File: src/line_unit_pkg.sv
/*
 Line unit test pattern and control package: register indices, field
 positions, reset values, test pattern codes and timing counts.
 Assumes a 10 MHz core clock and an AHB-Lite register bus, 32-bit data.
*/
// Functional notes
// - Pattern kind bit picks random sequence: 0 is 2^15-1, 1 is 2^20-1.
// - Direction bit sends random output to line when 0, receive outputs when 1.
// - Receiver-on clear powers down receive section except clock PLL; set accepts data.
// - Five-bit equalizer field, reset zero, selects pulse shape, build-out, sensitivity.
// - Equalizer codes 0x00-0x17 are T1, 0x18-0x1F are E1 coax or pair.
// - Arbitrary pulse mode takes amplitude from eight segment registers in channel range.
// - Receiver input high impedance after reset; termination bit 1 enables internal.
// - Jitter attenuator enable bits insert it in transmit and receive paths.
// - Invert bit inverts the generated random pattern when 1.
// - Three-bit test field, reset 000: 0xx none, 100 random, 101 ones, 110 up, 111 down.
// - Any test selection 1xx forces line unit and framer into single rail.
// - Loop-up mode sends the network loop-up code repeatedly.
// - While sending loop-up, own loop-code detection and remote loop-back are ignored.
// - Loop-up code is repeating 00001.
// - Loop-down code is repeating 001.
`default_nettype none
package line_unit_pkg;

   // Register indices; byte address is four times the index
   localparam logic [15:0] IDX_CTRL_TWO = 16'h0E02;
   localparam logic [15:0] IDX_CTRL_ZERO = 16'h0F00;
   localparam logic [15:0] IDX_CTRL_ONE = 16'h0F01;
   localparam logic [15:0] IDX_SEG_BASE = 16'h0F08;
   localparam int IDX_LSB = 2;
   localparam int IDX_MSB = 17;

   // Reset values
   localparam logic [7:0] RST_CTRL_ZERO = 8'h00;
   localparam logic [7:0] RST_CTRL_ONE = 8'h00;
   localparam logic [7:0] RST_CTRL_TWO = 8'h00;
   localparam logic [7:0] RST_SEGMENT = 8'h00;

   // Control zero fields
   localparam int F0_KIND = 7;
   localparam int F0_DIRECTION = 6;
   localparam int F0_RX_ON = 5;
   localparam int F0_EQ_MSB = 4;
   localparam int F0_EQ_LSB = 0;

   // Control one fields
   localparam int F1_RX_TERM = 7;
   localparam int F1_TX_TERM = 6;
   localparam int F1_IMP_MSB = 5;
   localparam int F1_IMP_LSB = 4;
   localparam int F1_RX_JA = 3;
   localparam int F1_TX_JA = 2;
   localparam int F1_JA_BW = 1;
   localparam int F1_FIFO_SIZE = 0;

   // Control two fields
   localparam int F2_INVERT = 7;
   localparam int F2_TEST_MSB = 6;
   localparam int F2_TEST_LSB = 4;

   // Equalizer code boundaries
   localparam logic [4:0] EQ_FIRST_E1 = 5'h18;
   localparam logic [4:0] EQ_T1_SH_ARB = 5'h0D;
   localparam logic [4:0] EQ_T1_GAIN_ARB = 5'h13;

   // Transmit test selections
   typedef enum logic [2:0] {
      TEST_NONE = 3'b000,
      TEST_RANDOM = 3'b100,
      TEST_ONES = 3'b101,
      TEST_LOOP_UP = 3'b110,
      TEST_LOOP_DOWN = 3'b111
   } test_sel_e;

   // Sequence lengths and taps
   localparam logic [2:0] LOOP_UP_LEN = 3'h5;
   localparam logic [2:0] LOOP_DOWN_LEN = 3'h3;
   localparam int PRBS_TAP_A = 14;
   localparam int PRBS_TAP_B = 13;
   localparam int QRSS_TAP_A = 19;
   localparam int QRSS_TAP_B = 16;
   localparam logic [19:0] LFSR_SEED = 20'h00001;

   // Line bit rate divider from the core clock
   localparam int BIT_DIV = 5;

endpackage
`default_nettype wire

File: src/test_pattern_gen.sv
/*
 Transmit test pattern generator: pseudo-random, quasi-random, all ones,
 loop-up and loop-down codes, one bit per line bit tick.
 Assumes the tick is a one-cycle enable on the core clock.
*/
`timescale 1ns/1ps
`default_nettype none
module test_pattern_gen (
   input wire logic i_core_clk,
   input wire logic i_reset_n,
   input wire logic i_tick,
   input wire logic [2:0] i_test_sel,
   input wire logic i_kind,
   input wire logic i_invert,
   output logic o_pattern_bit
);
   import line_unit_pkg::*;

   typedef struct packed {
      logic [19:0] lfsr;
      logic [2:0] code_cnt;
      logic bit_q;
   } gen_s;

   gen_s s_q;
   gen_s s_d;

   // Next state of sequence, counter and output bit
   always_comb begin
      logic fb;
      logic [2:0] len;
      fb = 1'b0;
      len = LOOP_UP_LEN;
      s_d = s_q;
      if (i_test_sel == TEST_LOOP_DOWN) begin
         len = LOOP_DOWN_LEN;
      end
      if (i_tick) begin
         // Taps differ by sequence length
         if (i_kind) begin
            fb = s_q.lfsr[QRSS_TAP_A] ^ s_q.lfsr[QRSS_TAP_B];
         end else begin
            fb = s_q.lfsr[PRBS_TAP_A] ^ s_q.lfsr[PRBS_TAP_B];
         end
         s_d.lfsr = {s_q.lfsr[18:0], fb};
         // Guard against the all-zero lock-up state
         if (s_d.lfsr == 20'h00000) begin
            s_d.lfsr = LFSR_SEED;
         end
         if (s_q.code_cnt >= len - 3'h1) begin
            s_d.code_cnt = 3'h0;
         end else begin
            s_d.code_cnt = s_q.code_cnt + 3'h1;
         end
         unique case (i_test_sel)
            TEST_RANDOM: s_d.bit_q = fb ^ i_invert;
            TEST_ONES: s_d.bit_q = 1'b1;
            TEST_LOOP_UP: s_d.bit_q = (s_q.code_cnt == LOOP_UP_LEN - 3'h1);
            TEST_LOOP_DOWN: s_d.bit_q = (s_q.code_cnt == LOOP_DOWN_LEN - 3'h1);
            default: s_d.bit_q = 1'b0;
         endcase
      end
   end

   // State register
   always_ff @(posedge i_core_clk or negedge i_reset_n) begin
      if (!i_reset_n) begin
         s_q <= '{lfsr: LFSR_SEED, code_cnt: 3'h0, bit_q: 1'b0};
      end else begin
         s_q <= s_d;
      end
   end

   assign o_pattern_bit = s_q.bit_q;

endmodule // test_pattern_gen
`default_nettype wire

File: src/line_unit_ctrl.sv
/*
 Line unit control register bank with transmit test pattern insertion.
 Holds the three control registers and eight pulse segment registers,
 decodes them into line controls and steers transmit and receive data.
 Assumes an AHB-Lite master on i_core_clk and receive pins that are
 asynchronous to it.
*/
// The AHB-Lite interface to the registers was chosen for this implementation.
`timescale 1ns/1ps
`default_nettype none
module line_unit_ctrl #(
   parameter int BIT_DIVIDE = line_unit_pkg::BIT_DIV
) (
   input wire logic i_core_clk,
   input wire logic i_reset_n,
   // AHB-Lite slave
   input wire logic i_hsel,
   input wire logic [31:0] i_haddr,
   input wire logic [1:0] i_htrans,
   input wire logic i_hwrite,
   input wire logic [2:0] i_hsize,
   input wire logic [31:0] i_hwdata,
   input wire logic i_hready,
   output logic o_hreadyout,
   output logic o_hresp,
   output logic [31:0] o_hrdata,
   // Transmit data from the framer, same clock
   input wire logic i_tx_pos,
   input wire logic i_tx_neg,
   output logic o_tx_line_pos,
   output logic o_tx_line_neg,
   // Receive pins, asynchronous
   input wire logic i_rx_line_pos,
   input wire logic i_rx_line_neg,
   input wire logic i_rx_clk,
   output logic o_rx_data_out,
   output logic o_rx_data_neg,
   output logic o_rx_clk_out,
   // Pulse segment lookup
   input wire logic [2:0] i_segment_index,
   output logic [7:0] o_pulse_segment,
   output logic o_arbitrary_pulse,
   // Line controls
   output logic o_receiver_power_on,
   output logic [4:0] o_equalizer_select,
   output logic o_e1_mode,
   output logic o_e1_coax,
   output logic o_rx_termination_en,
   output logic o_tx_termination_en,
   output logic [1:0] o_termination_impedance_sel,
   output logic o_rx_jitter_atten_en,
   output logic o_tx_jitter_atten_en,
   output logic o_jitter_low_bandwidth,
   output logic o_jitter_fifo_deep,
   output logic o_single_rail,
   output logic o_loop_detect_inhibit
);
   import line_unit_pkg::*;

   localparam logic [7:0] DIV_LAST = 8'(BIT_DIVIDE - 1);

   typedef struct packed {
      logic [7:0] ctrl_zero;
      logic [7:0] ctrl_one;
      logic [7:0] ctrl_two;
      logic [7:0][7:0] segment;
      logic wr_pend;
      logic [15:0] wr_idx;
      logic [7:0] rdata;
      logic [7:0] div_cnt;
      logic [2:0] rx_meta;
      logic [2:0] rx_sync;
      logic clk_tog;
      logic tx_pos;
      logic tx_neg;
      logic rx_data;
      logic rx_neg;
      logic rx_clk;
   } state_s;

   state_s s_q;
   state_s s_d;

   logic tick;
   logic pattern_bit;
   logic [2:0] test_sel;
   logic random_on;
   logic to_receive;
   logic addr_phase;
   logic mapped;
   logic [15:0] idx;
   logic hit;

   // Field views of the control registers
   assign test_sel = s_q.ctrl_two[F2_TEST_MSB:F2_TEST_LSB];
   assign random_on = (test_sel == TEST_RANDOM);
   assign to_receive = random_on & s_q.ctrl_zero[F0_DIRECTION];
   assign tick = (s_q.div_cnt == DIV_LAST);

   // Bus address phase decode
   assign addr_phase = i_hsel & i_hready & i_htrans[1];
   assign idx = i_haddr[IDX_MSB:IDX_LSB];
   assign mapped = (i_haddr[31:IDX_MSB + 1] == 14'h0000) && (i_haddr[1:0] == 2'h0);
   // Only real registers take writes, so empty slots never forward data
   assign hit = mapped && (idx == IDX_CTRL_ZERO || idx == IDX_CTRL_ONE ||
      idx == IDX_CTRL_TWO || idx[15:3] == IDX_SEG_BASE[15:3]);

   // Register read multiplexer; unmapped reads return zero
   function automatic logic [7:0] read_reg(input state_s s, input logic [15:0] a);
      logic [7:0] r;
      r = 8'h00;
      if (a == IDX_CTRL_ZERO) begin
         r = s.ctrl_zero;
      end else if (a == IDX_CTRL_ONE) begin
         r = s.ctrl_one;
      end else if (a == IDX_CTRL_TWO) begin
         r = s.ctrl_two;
      end else if (a[15:3] == IDX_SEG_BASE[15:3]) begin
         r = s.segment[a[2:0]];
      end
      return r;
   endfunction

   // Whole next state: bus, divider, synchronisers and data paths
   always_comb begin
      s_d = s_q;

      // Data phase of a write commits the low byte
      if (s_q.wr_pend) begin
         if (s_q.wr_idx == IDX_CTRL_ZERO) begin
            s_d.ctrl_zero = i_hwdata[7:0];
         end else if (s_q.wr_idx == IDX_CTRL_ONE) begin
            s_d.ctrl_one = i_hwdata[7:0];
         end else if (s_q.wr_idx == IDX_CTRL_TWO) begin
            s_d.ctrl_two = i_hwdata[7:0];
         end else if (s_q.wr_idx[15:3] == IDX_SEG_BASE[15:3]) begin
            s_d.segment[s_q.wr_idx[2:0]] = i_hwdata[7:0];
         end
      end

      // Address phase: latch writes, capture reads with forwarding
      s_d.wr_pend = addr_phase & i_hwrite & hit;
      s_d.wr_idx = idx;
      if (addr_phase && !i_hwrite) begin
         if (!mapped) begin
            s_d.rdata = 8'h00;
         end else if (s_q.wr_pend && s_q.wr_idx == idx) begin
            // Back-to-back write then read of one register
            s_d.rdata = i_hwdata[7:0];
         end else begin
            s_d.rdata = read_reg(s_q, idx);
         end
      end

      // Line bit rate enable
      if (tick) begin
         s_d.div_cnt = 8'h00;
         s_d.clk_tog = ~s_q.clk_tog;
      end else begin
         s_d.div_cnt = s_q.div_cnt + 8'h01;
      end

      // Two-flop synchronisers on receive pins
      s_d.rx_meta = {i_rx_clk, i_rx_line_neg, i_rx_line_pos};
      s_d.rx_sync = s_q.rx_meta;

      // Transmit path: test pattern replaces framer data as single rail
      if (test_sel[2] && !to_receive) begin
         s_d.tx_pos = pattern_bit;
         s_d.tx_neg = 1'b0;
      end else begin
         // Normal data, also for reserved codes
         s_d.tx_pos = i_tx_pos;
         s_d.tx_neg = i_tx_neg;
      end

      // Receive path: generator, live data, or powered down
      if (to_receive) begin
         s_d.rx_data = pattern_bit;
         s_d.rx_neg = 1'b0;
         s_d.rx_clk = s_q.clk_tog;
      end else if (s_q.ctrl_zero[F0_RX_ON]) begin
         s_d.rx_data = s_q.rx_sync[0];
         s_d.rx_neg = s_q.rx_sync[1];
         s_d.rx_clk = s_q.rx_sync[2];
      end else begin
         // Receive section held quiet while off
         s_d.rx_data = 1'b0;
         s_d.rx_neg = 1'b0;
         s_d.rx_clk = 1'b0;
      end
   end

   // State register; every control field starts cleared
   always_ff @(posedge i_core_clk or negedge i_reset_n) begin
      if (!i_reset_n) begin
         s_q.ctrl_zero <= RST_CTRL_ZERO;
         s_q.ctrl_one <= RST_CTRL_ONE;
         s_q.ctrl_two <= RST_CTRL_TWO;
         s_q.segment <= {8{RST_SEGMENT}};
         s_q.wr_pend <= 1'b0;
         s_q.wr_idx <= 16'h0000;
         s_q.rdata <= 8'h00;
         s_q.div_cnt <= 8'h00;
         s_q.rx_meta <= 3'h0;
         s_q.rx_sync <= 3'h0;
         s_q.clk_tog <= 1'b0;
         s_q.tx_pos <= 1'b0;
         s_q.tx_neg <= 1'b0;
         s_q.rx_data <= 1'b0;
         s_q.rx_neg <= 1'b0;
         s_q.rx_clk <= 1'b0;
      end else begin
         s_q <= s_d;
      end
   end

   // Pattern source for both directions
   test_pattern_gen u_pattern (
      .i_core_clk(i_core_clk),
      .i_reset_n(i_reset_n),
      .i_tick(tick),
      .i_test_sel(test_sel),
      .i_kind(s_q.ctrl_zero[F0_KIND]),
      .i_invert(s_q.ctrl_two[F2_INVERT]),
      .o_pattern_bit(pattern_bit)
   );

   // Bus answer: zero wait states, always OKAY
   assign o_hreadyout = 1'b1;
   assign o_hresp = 1'b0;
   assign o_hrdata = {24'h000000, s_q.rdata};

   // Registered line data
   assign o_tx_line_pos = s_q.tx_pos;
   assign o_tx_line_neg = s_q.tx_neg;
   assign o_rx_data_out = s_q.rx_data;
   assign o_rx_data_neg = s_q.rx_neg;
   assign o_rx_clk_out = s_q.rx_clk;

   // Equalizer decode; arbitrary pulse codes use segment registers
   assign o_equalizer_select = s_q.ctrl_zero[F0_EQ_MSB:F0_EQ_LSB];
   assign o_e1_mode = (o_equalizer_select >= EQ_FIRST_E1);
   assign o_e1_coax = o_e1_mode & ~o_equalizer_select[0];
   assign o_arbitrary_pulse = (o_equalizer_select == EQ_T1_SH_ARB) ||
      (o_equalizer_select == EQ_T1_GAIN_ARB);
   assign o_pulse_segment = s_q.segment[i_segment_index];

   // Receive power and termination
   assign o_receiver_power_on = s_q.ctrl_zero[F0_RX_ON];
   assign o_rx_termination_en = s_q.ctrl_one[F1_RX_TERM];
   assign o_tx_termination_en = s_q.ctrl_one[F1_TX_TERM];
   assign o_termination_impedance_sel = s_q.ctrl_one[F1_IMP_MSB:F1_IMP_LSB];

   // Jitter attenuator placement and FIFO depth
   assign o_rx_jitter_atten_en = s_q.ctrl_one[F1_RX_JA];
   assign o_tx_jitter_atten_en = s_q.ctrl_one[F1_TX_JA];
   assign o_jitter_low_bandwidth = s_q.ctrl_one[F1_JA_BW];
   // Low bandwidth needs the deep FIFO regardless of the size bit
   assign o_jitter_fifo_deep = s_q.ctrl_one[F1_JA_BW] | s_q.ctrl_one[F1_FIFO_SIZE];

   // Test modes force single rail; own loop-up must not trigger loop-back
   assign o_single_rail = test_sel[2];
   assign o_loop_detect_inhibit = (test_sel == TEST_LOOP_UP);

endmodule // line_unit_ctrl
`default_nettype wire

File: config.mk
export PLATFORM = sky130hd
export DESIGN_NAME = line_unit_ctrl
export DESIGN_NICKNAME = d
export VERILOG_FILES = /design/src/line_unit_pkg.sv /design/src/test_pattern_gen.sv /design/src/line_unit_ctrl.sv
export SDC_FILE = /design/constraint.sdc
export NUM_CORES = 1
export LEC_CHECK = 0
export ABC_AREA = 1
export BUFFER_PORTS_ARGS = -buffer_cell sky130_fd_sc_hd__buf_2
export CORE_MARGIN = 10
export CORE_UTILIZATION = 57
export DETAILED_ROUTE_END_ITERATION = 12
export GPL_TIMING_DRIVEN = 0
export PLACE_DENSITY = 0.81
export SLEW_MARGIN = 10
export SYNTH_ARGS = -nofsm -noshare
export SYNTH_HDL_FRONTEND = slang
export SYNTH_HIERARCHICAL = 1
export SYNTH_SLANG_ARGS = --single-unit
File: constraint.sdc
create_clock -name i_core_clk -period 2.41 [get_ports i_core_clk]
set_clock_uncertainty 0.05 [all_clocks]
set_input_delay 0.3615 -clock i_core_clk [delete_from_list [all_inputs] [get_ports i_core_clk]]
set_output_delay 0.3615 -clock i_core_clk [all_outputs]
set_load 0.005 [all_outputs]
==> flow_metrics.tcl <==
set metrics [dict create \
    timing.fmax_mhz 429.0 \
    wl_per_cell_um 15.49 \
    portBuffers 91 \
    switching_share 0.2365 \
    grt_use_total 0.2308 \
    post-route-period-util 0.9673 \
    cts_tree "yes" \
    hold_class "in2reg" \
    setup_viol 0 \
    p_sw_w 0.001427 \
    drive_gt1_frac 0.1778 \
    crit_required_ns 2.00 \
    synth-main-ff-cell "dfrtp_1" \
    endpoint_kind "primary output" \
    clock_path_buffers 2 \
    clkPwrFrac 0.479 \
    path_clk_slew_ns 0.06 \
    power.density_mw_per_mm2 583.6 \
    core_area_mm2 0.01520 \
    dp_hpwl_mm 17.47 \
    start_util 0.5798 \
    synth-edff-count 0 \
    syn-instance-count 1196 \
    via_count 8129 \
    rows 45 \
    drc 0 \
    worstPathCellList "clkbuf_1, clkbuf_1, o21ai_0, a21oi_1, a31oi_1, buf_2" \
    gr-total-overflow 0 \
    synthArstFlopShare 1.000 \
    dieArea_mm2 0.02084 \
    worst_slew_pin_slew_ns 0.6114 \
    antenna_found_initial 1 \
    first_pass_iters 5 \
    combinationalPowerShare 0.078 \
    synth.distinct_cells 45 \
    drv_cap 0 \
    place_area_mm2 0.009632 \
    synth_warnings 6 \
    cp.arrival_ns 1.92 \
    setup_ws_ns 0.07885 \
    pre_cts_slack_ns 0.1472 \
    slew_violations 0 \
    worstSetupStartpointType "input port" \
    finalHoldViolCount 0 \
    p_seq_frac 0.443 \
    rsz0062_at_grt "no" \
    gp_routability_congestion 0.9906 \
    ios 148 \
    worst-path-max-fanout 10 \
    crit_slowest_cell "clkbuf_1" \
    grt_pass1_vias 7614 \
    nets 1425 \
    finish.instance_area_mm2 0.01033 \
    cts_sinks 157 \
    die_width_um 144.3 \
    intPower_w 0.004605 \
    hold-worst-slack_ns 0.01329 \
    yosysSeqAreaShare 0.4459 \
    grt_first_pass_wirelength_mm 38.34 \
    cts_buffers 17 \
    ant_nets 0 \
    avgSynthCellArea_um2 7.369 \
    drt-initial-drc-count 715 \
    grt_max_degree 114 \
    synth_area_mm2 0.008813 \
    clock_latency_ns 0.43 \
    min_period_ns 2.331 \
    die_y_um 144.3 \
    maxSlewHeadroom 0.5893 \
    root_buffer "clkbuf_16" \
    p_leak_nw 5.720 \
    status "finished, final reports clean" \
    ys_ff_latch 157 \
    wirelength_mm 23.84 \
    peakVddDrop_v 0.0005491 \
    syn_to_final_growth_pct 17.26 \
    htree_levels 4 \
    path_class "in2out" \
    finalPower_w 0.006031 \
    via_per_inst 5.282 \
    cp_slowest_stage_delay_ns 0.43 \
    cpMostUsedCell "clkbuf_1" \
    tns_ns 0 \
]
[layout by cell type (no fill, tap or decap), types with 7 or more instances in the layout]
cell type / instances
nand2_1: 371
buf_4: 42
nand3_1: 75
inv_1: 147
nor2_1: 93
nand4_1: 20
buf_6: 9
clkbuf_16: 17
o21ai_0: 130
buf_2: 102
o21ai_2: 8
a21oi_1: 22
conb_1: 26
or2_2: 7
nand2_2: 11
a31oi_1: 9
nor2_2: 8
dfrtp_1: 156
clkbuf_1: 15
[state kept, by name, summed over array words and instances, names as in the netlist, 2 cells and up]
| name | count |
|---|---|
| u_pattern/s_q | 23 |
| s_q | 103 |
| s_d | 3 |
| o_termination_impedance_sel | 2 |
| o_equalizer_select | 5 |
| o_hrdata | 8 |
[power by group through the flow]
stage	combinational (W)	clock [W]	sequential [W]
6_report	0.000473	0.00289	0.00267
5_1_grt	0.000525	0.00303	0.00267
4_1_cts	0.000464	0.00290	0.00267
3_5_place_dp	0.000452	0	0.00272
3_3_place_gp	0.000440	0	0.00272
2_1_floorplan	0.000242	0	0.00272
[timing repair]
item / in CTS / in global routing
hold buffers: 6 / 0
setup buffers: 0 / 0
resized for setup: 0 / 5
endpoints found under the hold margin: 49 / 0
setup endpoints to repair: 0 / 6
[worst max-delay path: cells and delay by family]
| family | cells | cell delay (ns) |
|---|---|---|
| AO/OA/AOI/OAI | 3 | 0.63 |
| buffers and inverters | 3 | 0.93 |
[metal layers]
metal | share of wire | vias to the layer above | global-route usage
li1 | - | 3978 | -
met1 | 0.44 | 3734 | 0.3073
met2 | 0.45 | 368 | 0.3709
met3 | 0.086 | 49 | 0.04100
met4 | 0.024 | 0 | 0.07979
met5 | 0 | - | 0
[through the flow]
step | util | cells
after floorplan | - | 1220
after global placement | 0.6311 | 1499
after detailed placement | 0.6336 | 1500
after CTS | 0.6789 | 1538
after global routing | 0.6798 | 1539
final | 0.6798 | 1539
[synthesized netlist by cell type, types with 4 or more instances]
cell type	count	area share
o21ai_1	5	0.0028
nand3_1	75	0.043
o21ai_2	8	0.0080
xnor2_1	4	0.0040
buf_4	42	0.036
inv_1	147	0.063
a31oi_1	9	0.0064
nor2_1	93	0.040
nor3_1	4	0.0023
buf_2	12	0.0068
ha_1	6	0.0085
o21ai_0	130	0.074
nand4_1	20	0.014
clkbuf_1	13	0.0055
nand2_2	11	0.0078
dfrtp_1	156	0.44
nor2_2	8	0.0057
a21oi_1	22	0.012
xor2_1	6	0.0060
or2_2	7	0.0050
inv_2	4	0.0017
nand2_1	371	0.16
buf_6	9	0.011
[cell families (layout without fill, tap and decap cells)]
group | count (synthesis) | count (layout) | share of synthesized area
other | 2 | 27 | 0.0008521
xor gates and xnor gates | 10 | 10 | 0.009937
buffers and inverters | 232 | 362 | 0.1275
and+or+nand+nor | 613 | 613 | 0.3015
muxes | 1 | 1 | 0.001278
DFF | 157 | 157 | 0.4459
adders and majority gates | 6 | 6 | 0.008518
AOI/OAI and AO/OA | 175 | 175 | 0.1045
[path summary, 6_finish.rpt]
check | endpoint | cells past startpoint | slack, ns | from
max reg2reg | u_pattern/s_q[15] | 7 | 0.32 | s_q[12]
max in group asynchronous | s_q[38] | 3 | 1.08 | i_reset_n
max | o_pulse_segment[7] | 6 | 0.08 | i_segment_index[0]
min reg2reg | s_q[6] | 0 | 0.30 | s_d[6]
min | s_q[30] | 1 | 0.01 | i_haddr[4]
min in group asynchronous | s_q[71] | 2 | 0.36 | i_reset_n
[cell type report]
cell class	count	area (um2)
clock buffers	23	467.9
fillers	1285	4867
diodes	1	2.502
multi-input cells	831	3859
inverters	154	579.3
clock inverters	9	161.4
well taps	188	235.2
repair buffers	98	553.0
flip-flops and latches	157	3930
plain buffers	78	546.8
Note: power is estimated with default switching activity, not from simulation.
